--- src/hdl/lmx_consts.svh ---
// Purpose: offsets, field positions, register addresses and counts of the mark link
// Assumes: included by bare name
// Notes: definitions only
`ifndef LMX_CONSTS_SVH
`define LMX_CONSTS_SVH
`define LMX_GROUPS 8
`define LMX_GROUP_MARKS 64
`define LMX_BCAST_NODE 4'hf
`define LMX_INH_BIT 0
`define LMX_DONE_BIT 1
`define LMX_IN_OFS 1
`define LMX_OUT_OFS 12
`define LMX_STAT_OFS 49
`define LMX_MSG_FIRST 16'd1801
`define LMX_MSG_LAST 16'd1899
`define LMX_REG_CTRL 4'h0
`define LMX_REG_DEST 4'h1
`define LMX_REG_STAT 4'h2
`define LMX_REG_MASK 4'h3
`define LMX_REG_MSG 4'h4
`define LMX_REG_LINK 4'h5
`define LMX_REG_TX 4'h6
`define LMX_CTRL_SRC 0
`define LMX_CTRL_SPARE 1
`define LMX_CTRL_PRES 2
`define LMX_CTRL_MSGM 3
`define LMX_ST_CODE 0
`define LMX_ST_MSG 1
`define LMX_ST_INH 2
`endif

--- src/hdl/lmx_pkg.sv ---
// Purpose: shared types of the mark link
// Assumes: nothing
// Notes: constants live in lmx_consts.svh
package lmx_pkg;
   typedef enum logic [1:0] {
      lmx_kind_m_type = 2'h0,
      lmx_kind_s_type = 2'h1,
      lmx_kind_t_type = 2'h2
   } lmx_kind_type;
endpackage

--- src/hdl/lmx_if.sv ---
// Purpose: network side joining the controller end and the logic controller
// Assumes: one clock
// Notes: word writes are one-cycle strobes
`timescale 1ns/1ps
interface lmx_if;
   logic [511:0] marks;
   logic [15:0] net_in_reg;
   logic net_in_strobe;
   logic [15:0] msg_num;
   logic msg_strobe;
   logic msg_instr;
   logic [98:0] msg_marks;
   logic code_valid;
   logic [3:0] code_node;
   logic [15:0] code_reg;
   logic [15:0] code_value;
   modport dev (output marks, output code_valid, output code_node,
      output code_reg, output code_value, input net_in_reg,
      input net_in_strobe, input msg_num, input msg_strobe,
      input msg_instr, input msg_marks);
   modport plc (input marks, input code_valid, input code_node,
      input code_reg, input code_value, output net_in_reg,
      output net_in_strobe, output msg_num, output msg_strobe,
      output msg_instr, output msg_marks);
endinterface

--- src/hdl/lmx_dev.sv ---
// Purpose: controller end of the mark link
// Assumes: connector inputs arrive from pins; cnc core signals same clock
// Notes: registers over a plain strobe port
//
// The register addresses and the strobed register port are this design's own decisions.
`timescale 1ns/1ps
`include "lmx_consts.svh"
module lmx_dev
   import lmx_pkg::*;
(
   input wire logic ref_clk,
   input wire logic rst,
   lmx_if.dev net,
   input wire logic [3:0] reg_addr,
   input wire logic [15:0] reg_wdata,
   input wire logic reg_wr,
   input wire logic reg_rd,
   output logic [15:0] reg_rdata,
   output logic irq,
   input wire logic [10:0] conn_in,
   input wire logic [36:0] cnc_out,
   input wire logic [10:0] cnc_stat,
   input wire logic fn_exec,
   input wire lmx_kind_type fn_kind,
   input wire logic [15:0] fn_code,
   input wire logic block_end,
   input wire logic next_mst_only,
   input wire logic delete_key,
   output logic feed_hold,
   output logic xfer_inhibit,
   output logic fn_done,
   output logic exec_halt,
   output logic [15:0] msg_shown,
   output logic msg_valid
);
   logic [10:0] s1_q, s2_q, s3_q, conn_q;
   logic [3:0] ctrl_q;
   logic [3:0] node_q;
   logic [15:0] base_q;
   logic [3:0] send_group_q;
   logic [2:0] stat_q, mask_q;
   logic net_inh_q, net_done_q;
   logic halt_q;
   logic [15:0] last_msg_q;
   logic code_valid_q;
   logic [3:0] code_node_q;
   logic [15:0] code_reg_q, code_value_q;
   logic [511:0] marks_q;
   logic sel_found;
   logic [15:0] sel_num;
   logic inh_low, ev_code, ev_msg, ev_inh;
   logic inhibit_src, spares;

   // pins pass three flops; set needs second and third both high, clears when they differ
   always_ff @(posedge ref_clk) begin
      if (rst) begin
         s1_q <= 11'h000;
         s2_q <= 11'h000;
         s3_q <= 11'h000;
         conn_q <= 11'h000;
      end else begin
         s1_q <= conn_in;
         s2_q <= s1_q;
         s3_q <= s2_q;
         conn_q <= (s2_q & s3_q) | (conn_q & ~(s2_q ^ s3_q));
      end
   end

   assign inhibit_src = ctrl_q[`LMX_CTRL_SRC];
   assign spares = ctrl_q[`LMX_CTRL_SPARE] & inhibit_src;

   // register writes
   always_ff @(posedge ref_clk) begin
      if (rst) begin
         ctrl_q <= 4'h0;
         node_q <= 4'h0;
         base_q <= 16'h0000;
         send_group_q <= 4'h0;
         mask_q <= 3'h0;
      end else if (reg_wr) begin
         case (reg_addr)
            `LMX_REG_CTRL: ctrl_q <= reg_wdata[3:0];
            `LMX_REG_DEST: node_q <= reg_wdata[3:0];
            `LMX_REG_MASK: mask_q <= reg_wdata[2:0];
            `LMX_REG_LINK: send_group_q <= reg_wdata[3:0];
            `LMX_REG_TX: base_q <= reg_wdata;
            default: ;
         endcase
      end
   end

   always_ff @(posedge ref_clk) begin
      if (rst) begin
         reg_rdata <= 16'h0000;
      end else if (reg_rd) begin
         case (reg_addr)
            `LMX_REG_CTRL: reg_rdata <= {12'h000, ctrl_q};
            `LMX_REG_DEST: reg_rdata <= {12'h000, node_q};
            `LMX_REG_STAT: reg_rdata <= {13'h0000, stat_q};
            `LMX_REG_MASK: reg_rdata <= {13'h0000, mask_q};
            `LMX_REG_MSG: reg_rdata <= msg_shown;
            `LMX_REG_LINK: reg_rdata <= {12'h000, send_group_q};
            `LMX_REG_TX: reg_rdata <= base_q;
            default: reg_rdata <= 16'h0000;
         endcase
      end else begin
         reg_rdata <= 16'h0000;
      end
   end

   // network inhibit and done latched until the next strobe
   always_ff @(posedge ref_clk) begin
      if (rst) begin
         net_inh_q <= 1'b1;
         net_done_q <= 1'b0;
      end else if (net.net_in_strobe) begin
         net_inh_q <= net.net_in_reg[`LMX_INH_BIT];
         net_done_q <= net.net_in_reg[`LMX_DONE_BIT];
      end
   end

   assign feed_hold = conn_q[2];
   // one shared pin when select clear
   assign xfer_inhibit = inhibit_src ? net_inh_q : conn_q[2];
   assign fn_done = inhibit_src ? net_done_q : conn_q[2];
   assign inh_low = ~xfer_inhibit;

   // hold policy applied at block end
   always_ff @(posedge ref_clk) begin
      if (rst) begin
         halt_q <= 1'b0;
      end else if (!inh_low) begin
         halt_q <= 1'b0;
      end else if (block_end) begin
         if (!spares) begin
            halt_q <= 1'b1;
         end else begin
            halt_q <= ~next_mst_only;
         end
      end
   end
   assign exec_halt = halt_q;

   // function code sender
   always_ff @(posedge ref_clk) begin
      if (rst) begin
         code_valid_q <= 1'b0;
         code_node_q <= 4'h0;
         code_reg_q <= 16'h0000;
         code_value_q <= 16'h0000;
      end else begin
         code_valid_q <= fn_exec & ctrl_q[`LMX_CTRL_PRES];
         // fields move only with a send, so a receiver never sees them drift
         if (fn_exec && ctrl_q[`LMX_CTRL_PRES]) begin
            code_node_q <= node_q;
            code_value_q <= fn_code;
            code_reg_q <= base_q + {14'h0000, fn_kind};
         end
      end
   end
   assign ev_code = code_valid_q;
   assign net.code_valid = code_valid_q;
   assign net.code_node = code_node_q; // 15 is broadcast at receiver
   assign net.code_reg = code_reg_q;
   assign net.code_value = code_value_q;

   lmx_msg_sel #(.N(99)) u_sel (
      .act(net.msg_marks),
      .found(sel_found),
      .num(sel_num)
   );

   // messages
   always_ff @(posedge ref_clk) begin
      if (rst) begin
         last_msg_q <= 16'h0000;
      end else if (ctrl_q[`LMX_CTRL_MSGM]) begin
         last_msg_q <= 16'h0000;
      end else if (net.msg_strobe) begin
         last_msg_q <= net.msg_num;
      end else if (net.msg_instr) begin
         last_msg_q <= net.msg_num;
      end else if (delete_key) begin
         last_msg_q <= 16'h0000;
      end
   end
   assign msg_shown = ctrl_q[`LMX_CTRL_MSGM] ? sel_num
                                             : last_msg_q;
   assign msg_valid = ctrl_q[`LMX_CTRL_MSGM] ? sel_found
                                             : (last_msg_q != 16'h0000);
   assign ev_msg = ctrl_q[`LMX_CTRL_MSGM] ? 1'b0
                                          : (net.msg_strobe | net.msg_instr);
   assign ev_inh = inh_low & block_end;

   // sticky status, set wins over write-one clear
   always_ff @(posedge ref_clk) begin
      if (rst) begin
         stat_q <= 3'h0;
      end else begin
         stat_q <= (stat_q & ~((reg_wr && reg_addr == `LMX_REG_STAT)
                   ? reg_wdata[2:0] : 3'h0)) | {ev_inh, ev_msg, ev_code};
      end
   end
   assign irq = |(stat_q & mask_q);

   // shared mark groups; group 0 sends nothing and no update group used
   always_ff @(posedge ref_clk) begin
      if (rst) begin
         marks_q <= 512'h0;
      end else begin
         marks_q <= 512'h0;
         for (int g = 1; g <= `LMX_GROUPS; g++) begin
            if (send_group_q == 4'(g)) begin
               marks_q[64*(g-1) + `LMX_IN_OFS - 1 +: 11] <= conn_q;
               marks_q[64*(g-1) + `LMX_OUT_OFS - 1 +: 37]
                  <= cnc_out;
               marks_q[64*(g-1) + `LMX_STAT_OFS - 1 +: 11]
                  <= cnc_stat;
            end
         end
      end
   end
   assign net.marks = marks_q;
endmodule // lmx_dev

--- src/hdl/lmx_msg_sel.sv ---
// Purpose: pick the highest priority active message mark
// Assumes: lower mark number means higher priority
// Notes: combinational priority encoder
`timescale 1ns/1ps
`include "lmx_consts.svh"
module lmx_msg_sel #(
   parameter int N = 99
) (
   input wire logic [N-1:0] act,
   output logic found,
   output logic [15:0] num
);
   always_comb begin
      found = 1'b0;
      num = 16'h0000;
      for (int i = N - 1; i >= 0; i--) begin
         if (act[i]) begin
            found = 1'b1;
            num = `LMX_MSG_FIRST + 16'(i);
         end
      end
   end
endmodule // lmx_msg_sel

--- src/flat_wrapper.sv ---
// flat-port wrapper written by rule: the top's interface ports become plain ports
module lmx_dev_flat import lmx_pkg::*;
  (ref_clk, rst, reg_addr, reg_wdata, reg_wr, reg_rd, reg_rdata, irq, conn_in, cnc_out, cnc_stat, fn_exec, fn_kind, fn_code, block_end, next_mst_only, delete_key, feed_hold, xfer_inhibit, fn_done, exec_halt, msg_shown, msg_valid, net_marks, net_code_valid, net_code_node, net_code_reg, net_code_value, net_net_in_reg, net_net_in_strobe, net_msg_num, net_msg_strobe, net_msg_instr, net_msg_marks);
  lmx_if net_i ();
  input wire logic ref_clk;
  input wire logic rst;
  input wire logic [3:0] reg_addr;
  input wire logic [15:0] reg_wdata;
  input wire logic reg_wr;
  input wire logic reg_rd;
  output logic [15:0] reg_rdata;
  output logic irq;
  input wire logic [10:0] conn_in;
  input wire logic [36:0] cnc_out;
  input wire logic [10:0] cnc_stat;
  input wire logic fn_exec;
  input wire lmx_kind_type fn_kind;
  input wire logic [15:0] fn_code;
  input wire logic block_end;
  input wire logic next_mst_only;
  input wire logic delete_key;
  output logic feed_hold;
  output logic xfer_inhibit;
  output logic fn_done;
  output logic exec_halt;
  output logic [15:0] msg_shown;
  output logic msg_valid;
  output wire logic [$bits(net_i.marks)-1:0] net_marks;
  output wire logic [$bits(net_i.code_valid)-1:0] net_code_valid;
  output wire logic [$bits(net_i.code_node)-1:0] net_code_node;
  output wire logic [$bits(net_i.code_reg)-1:0] net_code_reg;
  output wire logic [$bits(net_i.code_value)-1:0] net_code_value;
  input wire logic [$bits(net_i.net_in_reg)-1:0] net_net_in_reg;
  input wire logic [$bits(net_i.net_in_strobe)-1:0] net_net_in_strobe;
  input wire logic [$bits(net_i.msg_num)-1:0] net_msg_num;
  input wire logic [$bits(net_i.msg_strobe)-1:0] net_msg_strobe;
  input wire logic [$bits(net_i.msg_instr)-1:0] net_msg_instr;
  input wire logic [$bits(net_i.msg_marks)-1:0] net_msg_marks;
  assign net_marks = net_i.marks;
  assign net_code_valid = net_i.code_valid;
  assign net_code_node = net_i.code_node;
  assign net_code_reg = net_i.code_reg;
  assign net_code_value = net_i.code_value;
  assign net_i.net_in_reg = net_net_in_reg;
  assign net_i.net_in_strobe = net_net_in_strobe;
  assign net_i.msg_num = net_msg_num;
  assign net_i.msg_strobe = net_msg_strobe;
  assign net_i.msg_instr = net_msg_instr;
  assign net_i.msg_marks = net_msg_marks;
  lmx_dev u_core (.ref_clk(ref_clk), .rst(rst), .net(net_i), .reg_addr(reg_addr), .reg_wdata(reg_wdata), .reg_wr(reg_wr), .reg_rd(reg_rd), .reg_rdata(reg_rdata), .irq(irq), .conn_in(conn_in), .cnc_out(cnc_out), .cnc_stat(cnc_stat), .fn_exec(fn_exec), .fn_kind(fn_kind), .fn_code(fn_code), .block_end(block_end), .next_mst_only(next_mst_only), .delete_key(delete_key), .feed_hold(feed_hold), .xfer_inhibit(xfer_inhibit), .fn_done(fn_done), .exec_halt(exec_halt), .msg_shown(msg_shown), .msg_valid(msg_valid));
endmodule
--- config.mk ---
export PLATFORM = sky130hd
export DESIGN_NAME = lmx_dev_flat
export DESIGN_NICKNAME = d
export VERILOG_FILES = /design/src/hdl/lmx_pkg.sv /design/src/hdl/lmx_if.sv /design/src/hdl/lmx_dev.sv /design/src/hdl/lmx_msg_sel.sv /design/src/flat_wrapper.sv
export VERILOG_INCLUDE_DIRS = /design/src /design/src/hdl
export SDC_FILE = /design/constraint.sdc
export NUM_CORES = 1
export LEC_CHECK = 0
export BUFFER_PORTS_ARGS = -buffer_cell sky130_fd_sc_hd__buf_4
export CORE_AREA = 2 2 321 323
export CTS_CLUSTER_DIAMETER = 60
export DETAILED_ROUTE_END_ITERATION = 6
export DIE_AREA = 0 0 323 325
export HOLD_SLACK_MARGIN = 0.1
export PLACE_DENSITY = 0.45
export SYNTH_ARGS = -nofsm -noshare
export SYNTH_HDL_FRONTEND = slang
export SYNTH_SLANG_ARGS = --single-unit
--- constraint.sdc ---
create_clock -name ref_clk -period 2.87 [get_ports ref_clk]
set_input_delay 0.4305 -clock ref_clk [delete_from_list [all_inputs] [get_ports ref_clk]]
set_output_delay 0.4305 -clock ref_clk [all_outputs]
set_load 0.02 [all_outputs]
## Yosys cells after proc, flatten, opt, wreduce, memory -nomap -nowiden

Index checks and enable logic that the tools add are counted.

| storage, ports and cells | value |
|---|---|
| flip-flop bits (word level) | 662 |
| bits in latches | 0 |
| bits in writable memories | 0 |
| bits in read-only memories | 0 |
| input bits | 239 |
| output and inout bits | 587 |
| logic and storage cells | 298 |
| memories | 0 |

| cells by class | value |
|---|---|
| add/sub/neg operators | 1 |
| multipliers | 0 |
| divide/modulo/power cells | 0 |
| order comparisons | 0 |
| equal/unequal tests | 14 |
| shifts and indexed selects | 0 |
| muxes and demuxes | 209 |
| bitwise gates (word level) | 24 |
| reductions and logical operators | 22 |

Operators by type and width:

| cell | count |
|---|---|
| $mux 16 | 102 |
| $pmux 16 s7 | 1 |
| $mux 1 | 104 |
| $eq 4x3->1 const B | 7 |
| $and 11x11->11 | 2 |
| $reduce_or 2->1 | 11 |
| $add 16x2->16 | 1 |
| $eq 4x2->1 const B | 4 |
| $reduce_bool 16->1 | 1 |
| $mux 11 | 1 |
| $not 1->1 | 11 |
| $not 11->11 | 1 |
| $or 11x11->11 | 1 |
| $xor 11x11->11 | 1 |
| $reduce_and 2->1 | 5 |
| $eq 4x1->1 const B | 2 |
| $and 3x3->3 | 2 |
| $eq 4x4->1 const B | 1 |
| $logic_not 4->1 | 1 |
| $and 1x1->1 | 3 |
| $mux 3 | 1 |
| $not 3->3 | 1 |
| $or 3x3->3 | 1 |
| $reduce_bool 3->1 | 1 |
| 3 further kinds | 4 |

## Longest topological paths before layout

Gate-level depths: netlist of run 1.

| logic depth | value |
|---|---|
| depth after elaboration | 101 |
| mapped depth | 8 |
| mapped depth without buffers | 8 |

## Cells and area by module

Synthesis of run 1 repeated with hierarchy kept, for this count alone.

| unflattened totals | value |
|---|---|
| cells, all modules | 1929 |
| area, all modules | 20155.6 µm² |

Modules (own cells, without submodules):

| module | instances | cells each | area an instance (µm²) | sequential area each (µm²) |
|---|---|---|---|---|
| lmx_dev | 1 | 1687 | 18811.8 | 12451.9 |
| lmx_msg_sel | 1 | 242 | 1343.8 | 0.0 |

## Worst setup path after synthesis of run 1

OpenSTA, ideal clock, no wires.

| path | value |
|---|---|
| kind | input-to-reg |
| start | input fn_kind[0] |
| end | register u_core.code_reg_q[12] (netlist: u_core.net.code_reg[12]) |
| setup time | 0.091 ns |
| arrival time | 2.151 ns |
| data required time | 2.779 ns |
| setup slack | 0.628 ns |
| stages on the path | 6 |
| buffers on the path | 0 |
| cell sequence | ha_1 inv_1 fa_1 or4b_4 or3_1 a311oi_1 |

| between the ends | value |
|---|---|
| longest elaborated chain between the ends | 1 |

RTL lines:

| item | RTL line | source |
|---|---|---|
| from (decl) | flat_wrapper.sv:17 | `input wire lmx_kind_type fn_kind;` |
| $add 16x2->16 | lmx_dev.sv:157 | `code_reg_q <= base_q + {14'h0000, fn_kind};` |
| to (signal assigned) | lmx_dev.sv:157 |  |
| to (decl) | lmx_dev.sv:47 | `logic [15:0] code_reg_q, code_value_q;` |

Every way passes these cells.
A chain may end at the register's enable or synchronous reset.

## Worst setup path in the final report of run 1

| path | value |
|---|---|
| start | input net_msg_marks[62] |
| end | output msg_shown[1] |

| between the ends | value |
|---|---|
| longest elaborated chain between the ends | 64 |

RTL lines:

| item | RTL line | source |
|---|---|---|
| from (decl) | flat_wrapper.sv:38 | `input wire logic [$bits(net_i.msg_marks)-1:0] net_msg_marks;` |
| $mux 16 (63 in a row) | lmx_msg_sel.sv:17 | `if (act[i]) begin` |
| $mux 16 | lmx_dev.sv:187 | `` assign msg_shown = ctrl_q[`LMX_CTRL_MSGM] ? sel_num `` |
| to (decl) | flat_wrapper.sv:26 | `output logic [15:0] msg_shown;` |

Every way passes these cells.

==> out/qor.csv, run 1 <==
stage,metric,value,unit
global_route,grt_pass1_wl,111.7,mm
power_and_ir_drop,p_clk_share,49.8,%
floorplan,die_height,325,um
logic_synthesis,ys_async_sr_fraction,0,%
logic_synthesis,synth_edf_count,0,
global_route,grt_max_degree,67,
sta,finalClockSkew,0.02038,ns
floorplan,die_width,323,um
cts,clockRootBuffer,clkbuf_16,
placed_design,place_congestion,0.8064,
sta,rsz0062_at_grt,yes,
floorplan,num_io_pins,826,
detailed_routing,firstDrtPassIters,5,
logic_synthesis,netlist_area,19980,um2
logic_synthesis,ys_ff_latch,622,
power_and_ir_drop,p_sw,4.556,mW
detailed_routing,routed_wirelength,79.56,mm
setup_path,rrSetupSlack,0.45,ns
cts,clkSinkCount,622,
setup_path,path_class,input pin to primary output,
setup_path,cp_cell_sequence,buf_4 > or4_4 > nor3_4 > o311ai_1 > a21oi_2 > o21ai_1 > a2bb2oi_2 > buf_6 > inv_1 > buf_4,
logic_synthesis,ys_warn_count,0,
min_path,hold_path_class,input pin to register,
cts,cts_buffers,79,
power_and_ir_drop,p_int,14.78,mW
power_and_ir_drop,p_comb_share,5.0,%
logic_synthesis,synth.distinct_cells,71,
detailed_routing,drt_iter0_drc,563,
cts,clk_pin_slew_worst_paths,0.06,ns
global_route,antenna_found_initial,11,
final_layout,nNetsFinal,3105,
floorplan,dieArea,105000,um2
detailed_routing,antenna_left,0,
final_layout,area_growth,56.86,%
sta,hold_viol_final,0,
detailed_routing,viasPerCell,3.796,
final_layout,largest_reg_flops,472,
global_route,first_global_vias,15760,
placed_design,dpl-instance-area,27510,um2
logic_synthesis,synth_top_area_share,62.31,%
global_route,grt-ovfl-total,0,
logic_synthesis,yosysTopAreaCell,dfxtp_1,
detailed_routing,dr_total_vias,16270,
setup_path,critPathMaxFanout,3,
power_and_ir_drop,vdd_drop_max,397.1,uV
setup_path,cp_common_cell,buf_4,
cts,cts_max_level,3,
power_and_ir_drop,p_seq_share,45.2,%
final_layout,final_cell_area,31350,um2
setup_path,critical-path-max-stage-delay,0.55,ns
setup_path,required,2.44,ns
run_status,status,finished clean,
sta,setup_viol,0,
power_and_ir_drop,netSwitchingFraction,23.56,%
sta,max_freq,365.3,MHz
floorplan,core,101300,um2
logic_synthesis,synth_most_common_cell,dfxtp_1,
power_and_ir_drop,leakagePower,13.89,nW
global_route,grt_usage,14.50,%
logic_synthesis,syn_avg_cell_area,10.40,um2
final_layout,postLayoutCoreUtil,30.94,%
sta,worst_pin_slew,1.005,ns
floorplan,rows,117,
logic_synthesis,synth_flop_cell,dfxtp_1,
placed_design,io_buffers,771,
cts,max-clock-path-buffers,3,
setup_path,start_kind,input pin,
detailed_routing,wl_per_cell,18.56,um
sta,final_max_slew_viol_count,0,
placed_design,hpwl,56.69,mm
final_layout,drive_gt1_share,33.87,%
sta,slew_headroom,32.86,%
sta,whs,0.1531,ns
logic_synthesis,synth-seq-area-share,62.31,%
setup_path,end_kind,primary output,
setup_path,cp.arrival,2.31,ns
cts,cts_tree,yes,
logic_synthesis,netlist_instances,1922,
power_and_ir_drop,cellPowerDensity,616.7,nW/um2
job,maxCapViolCount,0,
floorplan,start_util,19.73,%
logic_synthesis,yosys-top-cells-count,"622 x dfxtp_1, 476 x and2_1, 131 x nand2_1",
sta,fin_crit,2.738,ns
detailed_routing,drcViolationCount,0,
sta,fin_crit_sh,95.39,%
setup_path,slowest_stage,or4_4,
logic_synthesis,synthTopCellsByArea,"dfxtp_1 62%, and2_1 15%, nand2_1 2.5%",
cts,clk_latency,0.64,ns
[routing by layer]
metal	global-route usage, %	share of wire (%)	vias to the layer above
met2	26.26	51	605
met1	15.69	38	7515
met4	4.722	2.5	4
met3	4.862	8.5	97
li1	-	-	8051
met5	0	0.034	-
[repair_timing]
| item | CTS | global route |
|---|---|---|
| hold buffers | 113 | 0 |
| buffers inserted | 2 | 2 |
| setup endpoints to repair | 10 | 5 |
| hold endpoints to repair | 454 | 0 |
| pin swaps | 3 | 4 |
| gates resized for setup | 15 | 7 |
| cloned | 0 | 0 |
[placed cells by master, fill, tap and decap left out, types with 11 or more instances in the layout]
| cell type | n |
|---|---|
| conb_1 | 40 |
| a22oi_1 | 12 |
| dlygate4sd3_1 | 113 |
| clkbuf_16 | 80 |
| o21ai_0 | 22 |
| nor4_1 | 31 |
| inv_1 | 40 |
| and2_1 | 475 |
| nand3_1 | 21 |
| nor2b_1 | 49 |
| dfxtp_1 | 621 |
| nor2_1 | 100 |
| nand2_1 | 131 |
| clkinv_2 | 13 |
| nand2b_1 | 14 |
| a22o_1 | 16 |
| a21oi_1 | 82 |
| nor3_1 | 18 |
| buf_4 | 812 |
| ha_1 | 13 |
| clkbuf_8 | 15 |
| nand4_1 | 11 |
| clkbuf_1 | 17 |
[logic make-up (layout without fill, tap and decap cells)]
kind of cell,after synthesis,after routing,synth area share [%]
xor+xnor,10,10,0.4382
fa+ha+maj,14,14,0.9141
buf+inv,165,1118,3.888
flops,622,622,62.31
simple gates,895,895,25.06
other cells,1,45,0.01876
mux,14,14,0.8452
compound gates,201,201,6.524
[through the flow]
step	setup TNS, ns	setup WS (ns)	power, mW	instances
after floorplan	0	0.6277	9.257	1961
after global placement	-0.2573	-0.2573	9.771	4022
after detailed placement	-0.2915	-0.2915	9.771	4022
after CTS	0	0.006181	19.66	4280
after global routing	-0.0007370	-0.0007370	20.10	4285
final	0	0.1323	19.33	4287
[critical path, delay by kind of cell]
family,cells,cell delay [ns]
compound gates,4,0.61
buf+inv,4,0.46
simple gates,2,0.80
[area by class of cell]
class / count / area [um2]
inverter: 40 / 150.1
antenna: 5 / 12.51
tap: 1368 / 1712
sequential: 622 / 12460
clock buffer: 112 / 2272
fill: 10710 / 69950
timing repair buffer: 935 / 7401
multi-input combinational: 1174 / 7030
clock inverter: 31 / 314.1
[worst paths after layout]
kind                                   startpoint                 endpoint  cells after the start
worst max register to register   u_core.base_q[0]  u_core.net.code_reg[12]                      6
worst min register to register     u_core.s1_q[2]           u_core.s2_q[2]                      1
worst min-delay path                  cnc_out[17]    u_core.net.marks[476]                      2
worst max-delay path            net_msg_marks[62]             msg_shown[1]                     10
[power groups by stage]
stage | clock, mW | combinational, mW | sequential [mW]
2_1_floorplan | 0 | 0.328 | 8.93
3_3_place_gp | 0 | 0.839 | 8.93
3_5_place_dp | 0 | 0.839 | 8.93
4_1_cts | 9.94 | 0.981 | 8.74
5_1_grt | 10.3 | 1.05 | 8.74
6_report | 9.62 | 0.970 | 8.74
Power figures use the tool's default switching activity.
==> run 2, diff against run 1 <==
- CORE_AREA: 2 2 321 323 -> 2 2 325 327
- DIE_AREA: 0 0 323 325 -> 0 0 327 329
- PLACE_DENSITY: 0.45 -> 0.44
- SKIP_LAST_GASP: default -> 1
==> run 2 against run 1 <==
  * Wire length is essentially flat
  * Die area increased by 2.5%
  * Hold slack better by 0.014 ns
  * Maximum frequency shrank 0.52%
  * Sequential share of layout area fell by 0.062 points
  * Power up 1.9%
  * Register-to-register slack better by 0.07 ns
  * Global-route usage is 0.28 points lower
  * Flip-flop and latch count unchanged
==> out/qor.csv, run 2 (synthesis results as in run 1) <==
stage,metric,value,unit
floorplan,die_width,327,um
cts,cts_tree,yes,
global_route,grt_usage,14.22,%
sta,fin_ws,0.1180,ns
detailed_routing,drt_iter0_drc,608,
placed_design,dpl-instance-area,27540,um2
floorplan,dieArea,107600,um2
floorplan,start_util,19.15,%
sta,slew_headroom,36.45,%
sta,fin_crit,2.752,ns
power_and_ir_drop,p_int,15.01,mW
floorplan,rows,119,
sta,fin_crit_sh,95.89,%
sta,hold_viol_final,0,
detailed_routing,viasPerCell,3.750,
setup_path,start_kind,register,
detailed_routing,firstDrtPassIters,4,
job,maxCapViolCount,0,
cts,cts_max_level,3,
final_layout,final_cell_area,31390,um2
sta,tns,0,ns
min_path,hold_path_class,input pin to register,
power_and_ir_drop,netSwitchingFraction,23.81,%
final_layout,nNetsFinal,3103,
sta,finalClockSkew,0.04755,ns
global_route,first_global_vias,15970,
sta,rsz0062_at_grt,yes,
setup_path,cp.arrival,2.32,ns
cts,clockRootBuffer,clkbuf_16,
final_layout,largest_reg_flops,472,
setup_path,path_class,register to primary output,
setup_path,rrSetupSlack,0.52,ns
global_route,grt_max_degree,62,
setup_path,slowest_stage,dfxtp_2,
setup_path,critPathMaxFanout,7,
final_layout,drive_gt1_share,33.70,%
final_layout,most-common-layout-cells,"815 x buf_4, 621 x dfxtp_1, 475 x and2_1",
power_and_ir_drop,vdd_drop_max,421.1,uV
global_route,grt-ovfl-total,0,
global_route,grt_pass1_wl,112.4,mm
final_layout,final_common_cell,buf_4,
setup_path,cp_cell_sequence,nor2b_4 > nand4_1 > buf_4 > nor4_2 > nand3_1 > o211ai_1 > inv_1 > buf_4,
detailed_routing,routed_wirelength,79.56,mm
setup_path,critical-path-max-stage-delay,0.39,ns
placed_design,dp_slack,0.07893,ns
run_status,status,finished clean,
placed_design,place_congestion,0.8111,
floorplan,core,104400,um2
detailed_routing,dr_total_vias,16150,
cts,clk_latency,0.66,ns
final_layout,area_growth,57.07,%
power_and_ir_drop,leakagePower,13.89,nW
sta,final_max_slew_viol_count,0,
placed_design,io_buffers,771,
cts,clkSinkCount,622,
cts,clk_pin_slew_worst_paths,0.06,ns
power_and_ir_drop,p_sw,4.691,mW
power_and_ir_drop,p_clk_share,50.7,%
sta,max_freq,363.4,MHz
power_and_ir_drop,cellPowerDensity,627.7,nW/um2
sta,whs,0.1671,ns
setup_path,required,2.44,ns
detailed_routing,antenna_left,0,
cts,cts_buffers,80,
placed_design,hpwl,58.41,mm
global_route,antenna_found_initial,7,
power_and_ir_drop,p_seq_share,44.4,%
power_and_ir_drop,p_comb_share,4.9,%
setup_path,cp_common_cell,buf_4,
detailed_routing,wl_per_cell,18.48,um
sta,setup_viol,0,
sta,worst_pin_slew,0.9510,ns
detailed_routing,drcViolationCount,0,
setup_path,end_kind,primary output,
floorplan,num_io_pins,826,
floorplan,die_height,329,um
power_and_ir_drop,p_total,19.70,mW
cts,max-clock-path-buffers,3,
final_layout,nFillCells,10940,
## run 2: cell count changes in the layout (fill, tap and decap cells not counted), moves of 3 or more
cell,before,now
buf_4,812,815
buf_6,3,0
bufinv_16,0,3
clkbuf_8,15,12
clkinv_2,13,10
inv_8,3,6
## run 2: metal layers
metal  share of wire [%]  up-vias  track usage, %
met4                 2.3        0           4.577
met1                  38     7384           15.36
met5                   0        -               0
li1                    -     8040               -
met3                 8.5      105           4.812
met2                  51      617           25.96
## run 2: area by class of cell
type | instances | area [um2] | area share (%)
Antenna cell | 4 | 10.01 | 0.03189
Clock buffer | 108 | 2227 | 7.095
Clock inverter | 35 | 461.7 | 1.471
Inverter | 40 | 150.1 | 0.4783
Multi-Input combinational cell | 1174 | 6998 | 22.29
Sequential cell | 622 | 12450 | 39.67
Tap cell | 1391 | 1740 | 5.544
Timing Repair Buffer | 932 | 7350 | 23.41
## run 2: worst max-delay path, delay by kind of cell (launching register included)
kind / cells / cell delay, ns
and+or+nand+nor: 4 / 0.71
buffers and inverters: 3 / 0.42
DFF: 1 / 0.39
AOI/OAI and AO/OA: 1 / 0.18
## run 2: power by group through the flow
stage          Clock [mW]  Sequential, mW  Combinational, mW
2_1_floorplan           0            8.93              0.328
3_3_place_gp            0            8.93              0.852
3_5_place_dp            0            8.93              0.854
4_1_cts              10.3            8.74              0.986
5_1_grt              10.7            8.74               1.06
6_report             9.99            8.74              0.974
## run 2: path summary, 6_finish.rpt
kind	from	to	cells past startpoint
worst max-delay path	u_core.ctrl_q[3]	msg_shown[3]	8
worst min-delay path	cnc_out[11]	u_core.net.marks[470]	2
worst max register to register	u_core.base_q[0]	u_core.net.code_reg[12]	6
worst min register to register	u_core.s1_q[5]	u_core.s2_q[5]	1
## run 2: timing repair
action,CTS,global route
setup endpoints to repair,7,3
hold buffers,111,0
gates cloned,0,0
pin swaps,1,1
endpoints found under the hold margin,441,0
setup buffers,2,0
gates resized for setup,3,3
## run 2: metrics by stage
step / cells / util (%)
after global placement: 4046 / 26.38
after detailed placement: 4046 / 26.38
after floorplan: 1961 / -
after CTS: 4302 / 30.05
final: 4306 / 30.07
after global routing: 4302 / 30.07
==> run 3, diff against run 2 <==
- PLACE_DENSITY: 0.44 -> default
==> run 3 against run 2 <==
  * Setup slack better by 0.031 ns
  * Sequential power about the same
  * Clock skew down 0.023 ns
  * Critical path depth down 1
  * Sequential share of layout area up 0.44 points
  * Utilization down 0.33 points
  * Clock power down 9.8%
==> out/qor.csv, run 3 (synthesis results as in run 1) <==
stage,metric,value,unit
global_route,grt_pass1_wl,105.7,mm
setup_path,endpoint,msg_valid,
detailed_routing,routed_wirelength,74.49,mm
power_and_ir_drop,vdd_drop_max,441.8,uV
sta,slew_headroom,28.79,%
sta,finalClockSkew,0.02452,ns
floorplan,rows,119,
detailed_routing,drt_iter0_drc,762,
setup_path,start_kind,register,
power_and_ir_drop,p_sw,4.316,mW
sta,fin_ws,0.1492,ns
sta,setup_viol,0,
setup_path,worst_r2r_path_depth,6,
placed_design,place_inst,4045,
floorplan,start_util,19.15,%
detailed_routing,antenna_left,0,
placed_design,dpl-instance-area,27500,um2
detailed_routing,drcViolationCount,0,
final_layout,nNetsFinal,3090,
floorplan,die_height,329,um
power_and_ir_drop,cellPowerDensity,602.7,nW/um2
sta,max_freq,367.5,MHz
sta,hold_viol_final,0,
placed_design,io_buffers,771,
global_route,first_global_vias,16050,
final_layout,seqCellArea,12450,um2
floorplan,num_io_pins,826,
sta,fin_crit,2.721,ns
sta,fin_crit_sh,94.80,%
power_and_ir_drop,leakagePower,13.73,nW
detailed_routing,viasPerCell,3.832,
cts,clockRootBuffer,clkbuf_16,
detailed_routing,firstDrtPassIters,7,
setup_path,rr_endpoint,u_core.net.code_reg[12],
final_layout,final_common_cell,buf_4,
cts,clk_pin_slew_worst_paths,0.06,ns
sta,worst_pin_slew,1.064,ns
power_and_ir_drop,netSwitchingFraction,23.07,%
final_layout,area_growth,55.35,%
cts,cts_buffers,70,
floorplan,dieArea,107600,um2
floorplan,core,104400,um2
global_route,grt-ovfl-total,0,
setup_path,path_class,register to primary output,
setup_path,critPathMaxFanout,5,
power_and_ir_drop,p_seq_share,46.7,%
min_path,hold_path_class,input pin to register,
setup_path,required,2.44,ns
cts,max-clock-path-buffers,3,
global_route,antenna_found_initial,8,
setup_path,cp.arrival,2.29,ns
placed_design,dp_slack,-0.1168,ns
cts,cts_tree,yes,
final_layout,nFillCells,10780,
setup_path,crit_start,u_core.ctrl_q[3],
sta,final_max_slew_viol_count,0,
setup_path,end_kind,primary output,
floorplan,die_width,327,um
final_layout,multiInputGateArea,7013,um2
job,maxCapViolCount,0,
global_route,grt_usage,13.17,%
final_layout,final_cell_count_no_fill,4281,
min_path,hold_depth,2,
detailed_routing,dr_total_vias,16400,
placed_design,place_congestion,0.8576,
final_layout,largest_reg_flops,472,
cts,cts_max_level,3,
global_route,grt_max_degree,69,
detailed_routing,wl_per_cell,17.40,um
final_layout,most-common-layout-cells,"814 x buf_4, 622 x dfxtp_1, 476 x and2_1",
placed_design,hpwl,53.92,mm
final_layout,final_cell_area,31040,um2
power_and_ir_drop,p_comb_share,5.1,%
setup_path,r2r-start,u_core.base_q[0],
final_layout,drive_gt1_share,33.47,%
cts,clk_latency,0.63,ns
cts,clkSinkCount,622,
run_status,status,finished clean,
setup_path,rrSetupSlack,0.45,ns
power_and_ir_drop,p_int,14.39,mW
power_and_ir_drop,p_clk_share,48.1,%
min_path,min_from,cnc_out[7],
[run 3: power by group through the flow]
stage	Combinational, mW	Sequential (mW)	Clock [mW]
floorplan	0.328	8.93	0
global placement	0.823	8.93	0
detailed placement	0.827	8.93	0
CTS	0.957	8.74	9.24
global route	1.04	8.74	9.62
finish	0.960	8.74	9.01
[run 3: cell type report]
class                   count  share of cell area, %
inverters                  40                 0.4836
multi-input cells        1174                  22.59
diodes                      1               0.008061
clock buffers              98                  6.561
flip-flops and latches    622                  40.11
repair buffers            929                  23.52
clock inverters            26                  1.116
well taps                1391                  5.606
[run 3: per-stage QoR]
stage          utilization, %  hold WS (ns)  power (mW)   TNS, ns
5_1_grt                 29.74        0.1153       19.40  -0.03348
3_5_place_dp            26.35        0.4231       9.761   -0.1168
4_1_cts                 29.70        0.1004       18.94  -0.07537
3_3_place_gp            26.35        0.4171       9.757  -0.06469
6_report                29.74        0.1537       18.71         0
2_1_floorplan               -        0.4138       9.257         0
[run 3: how the worst min path moves through the flow]
| stage | slack [ns] | end |
|---|---|---|
| detailed placement | 0.42 | u_core.s2_q[9] |
| global route | 0.12 | u_core.net.marks[82] |
| floorplan | 0.41 | u_core.s2_q[0] |
| global placement | 0.42 | u_core.s2_q[9] |
| finish | 0.15 | u_core.net.marks[82] |
| CTS | 0.10 | u_core.exec_halt |
[run 3: critical path, stage by stage, from the launching register on]
cell and delay, ns:
dfxtp_1 0.38, nor2b_4 0.23, nand4_1 0.20, buf_4 0.22, nor2_1 0.14, and3_4 0.26
nor2_1 0.08, buf_4 0.17
[run 3: metal layers]
layer | global-route usage [%] | part of all wire, %
met1 | 14.52 | 39
met2 | 24.37 | 52
met3 | 3.324 | 6.7
met4 | 4.587 | 2.8
met5 | 0 | 0
[run 3: timing repair]
| action | CTS | global route |
|---|---|---|
| endpoints found under the setup margin | 7 | 8 |
| buffers inserted | 0 | 1 |
| endpoints found under the hold margin | 427 | 0 |
| resized for setup | 3 | 9 |
| hold buffers | 110 | 0 |
| pin swaps | 0 | 5 |
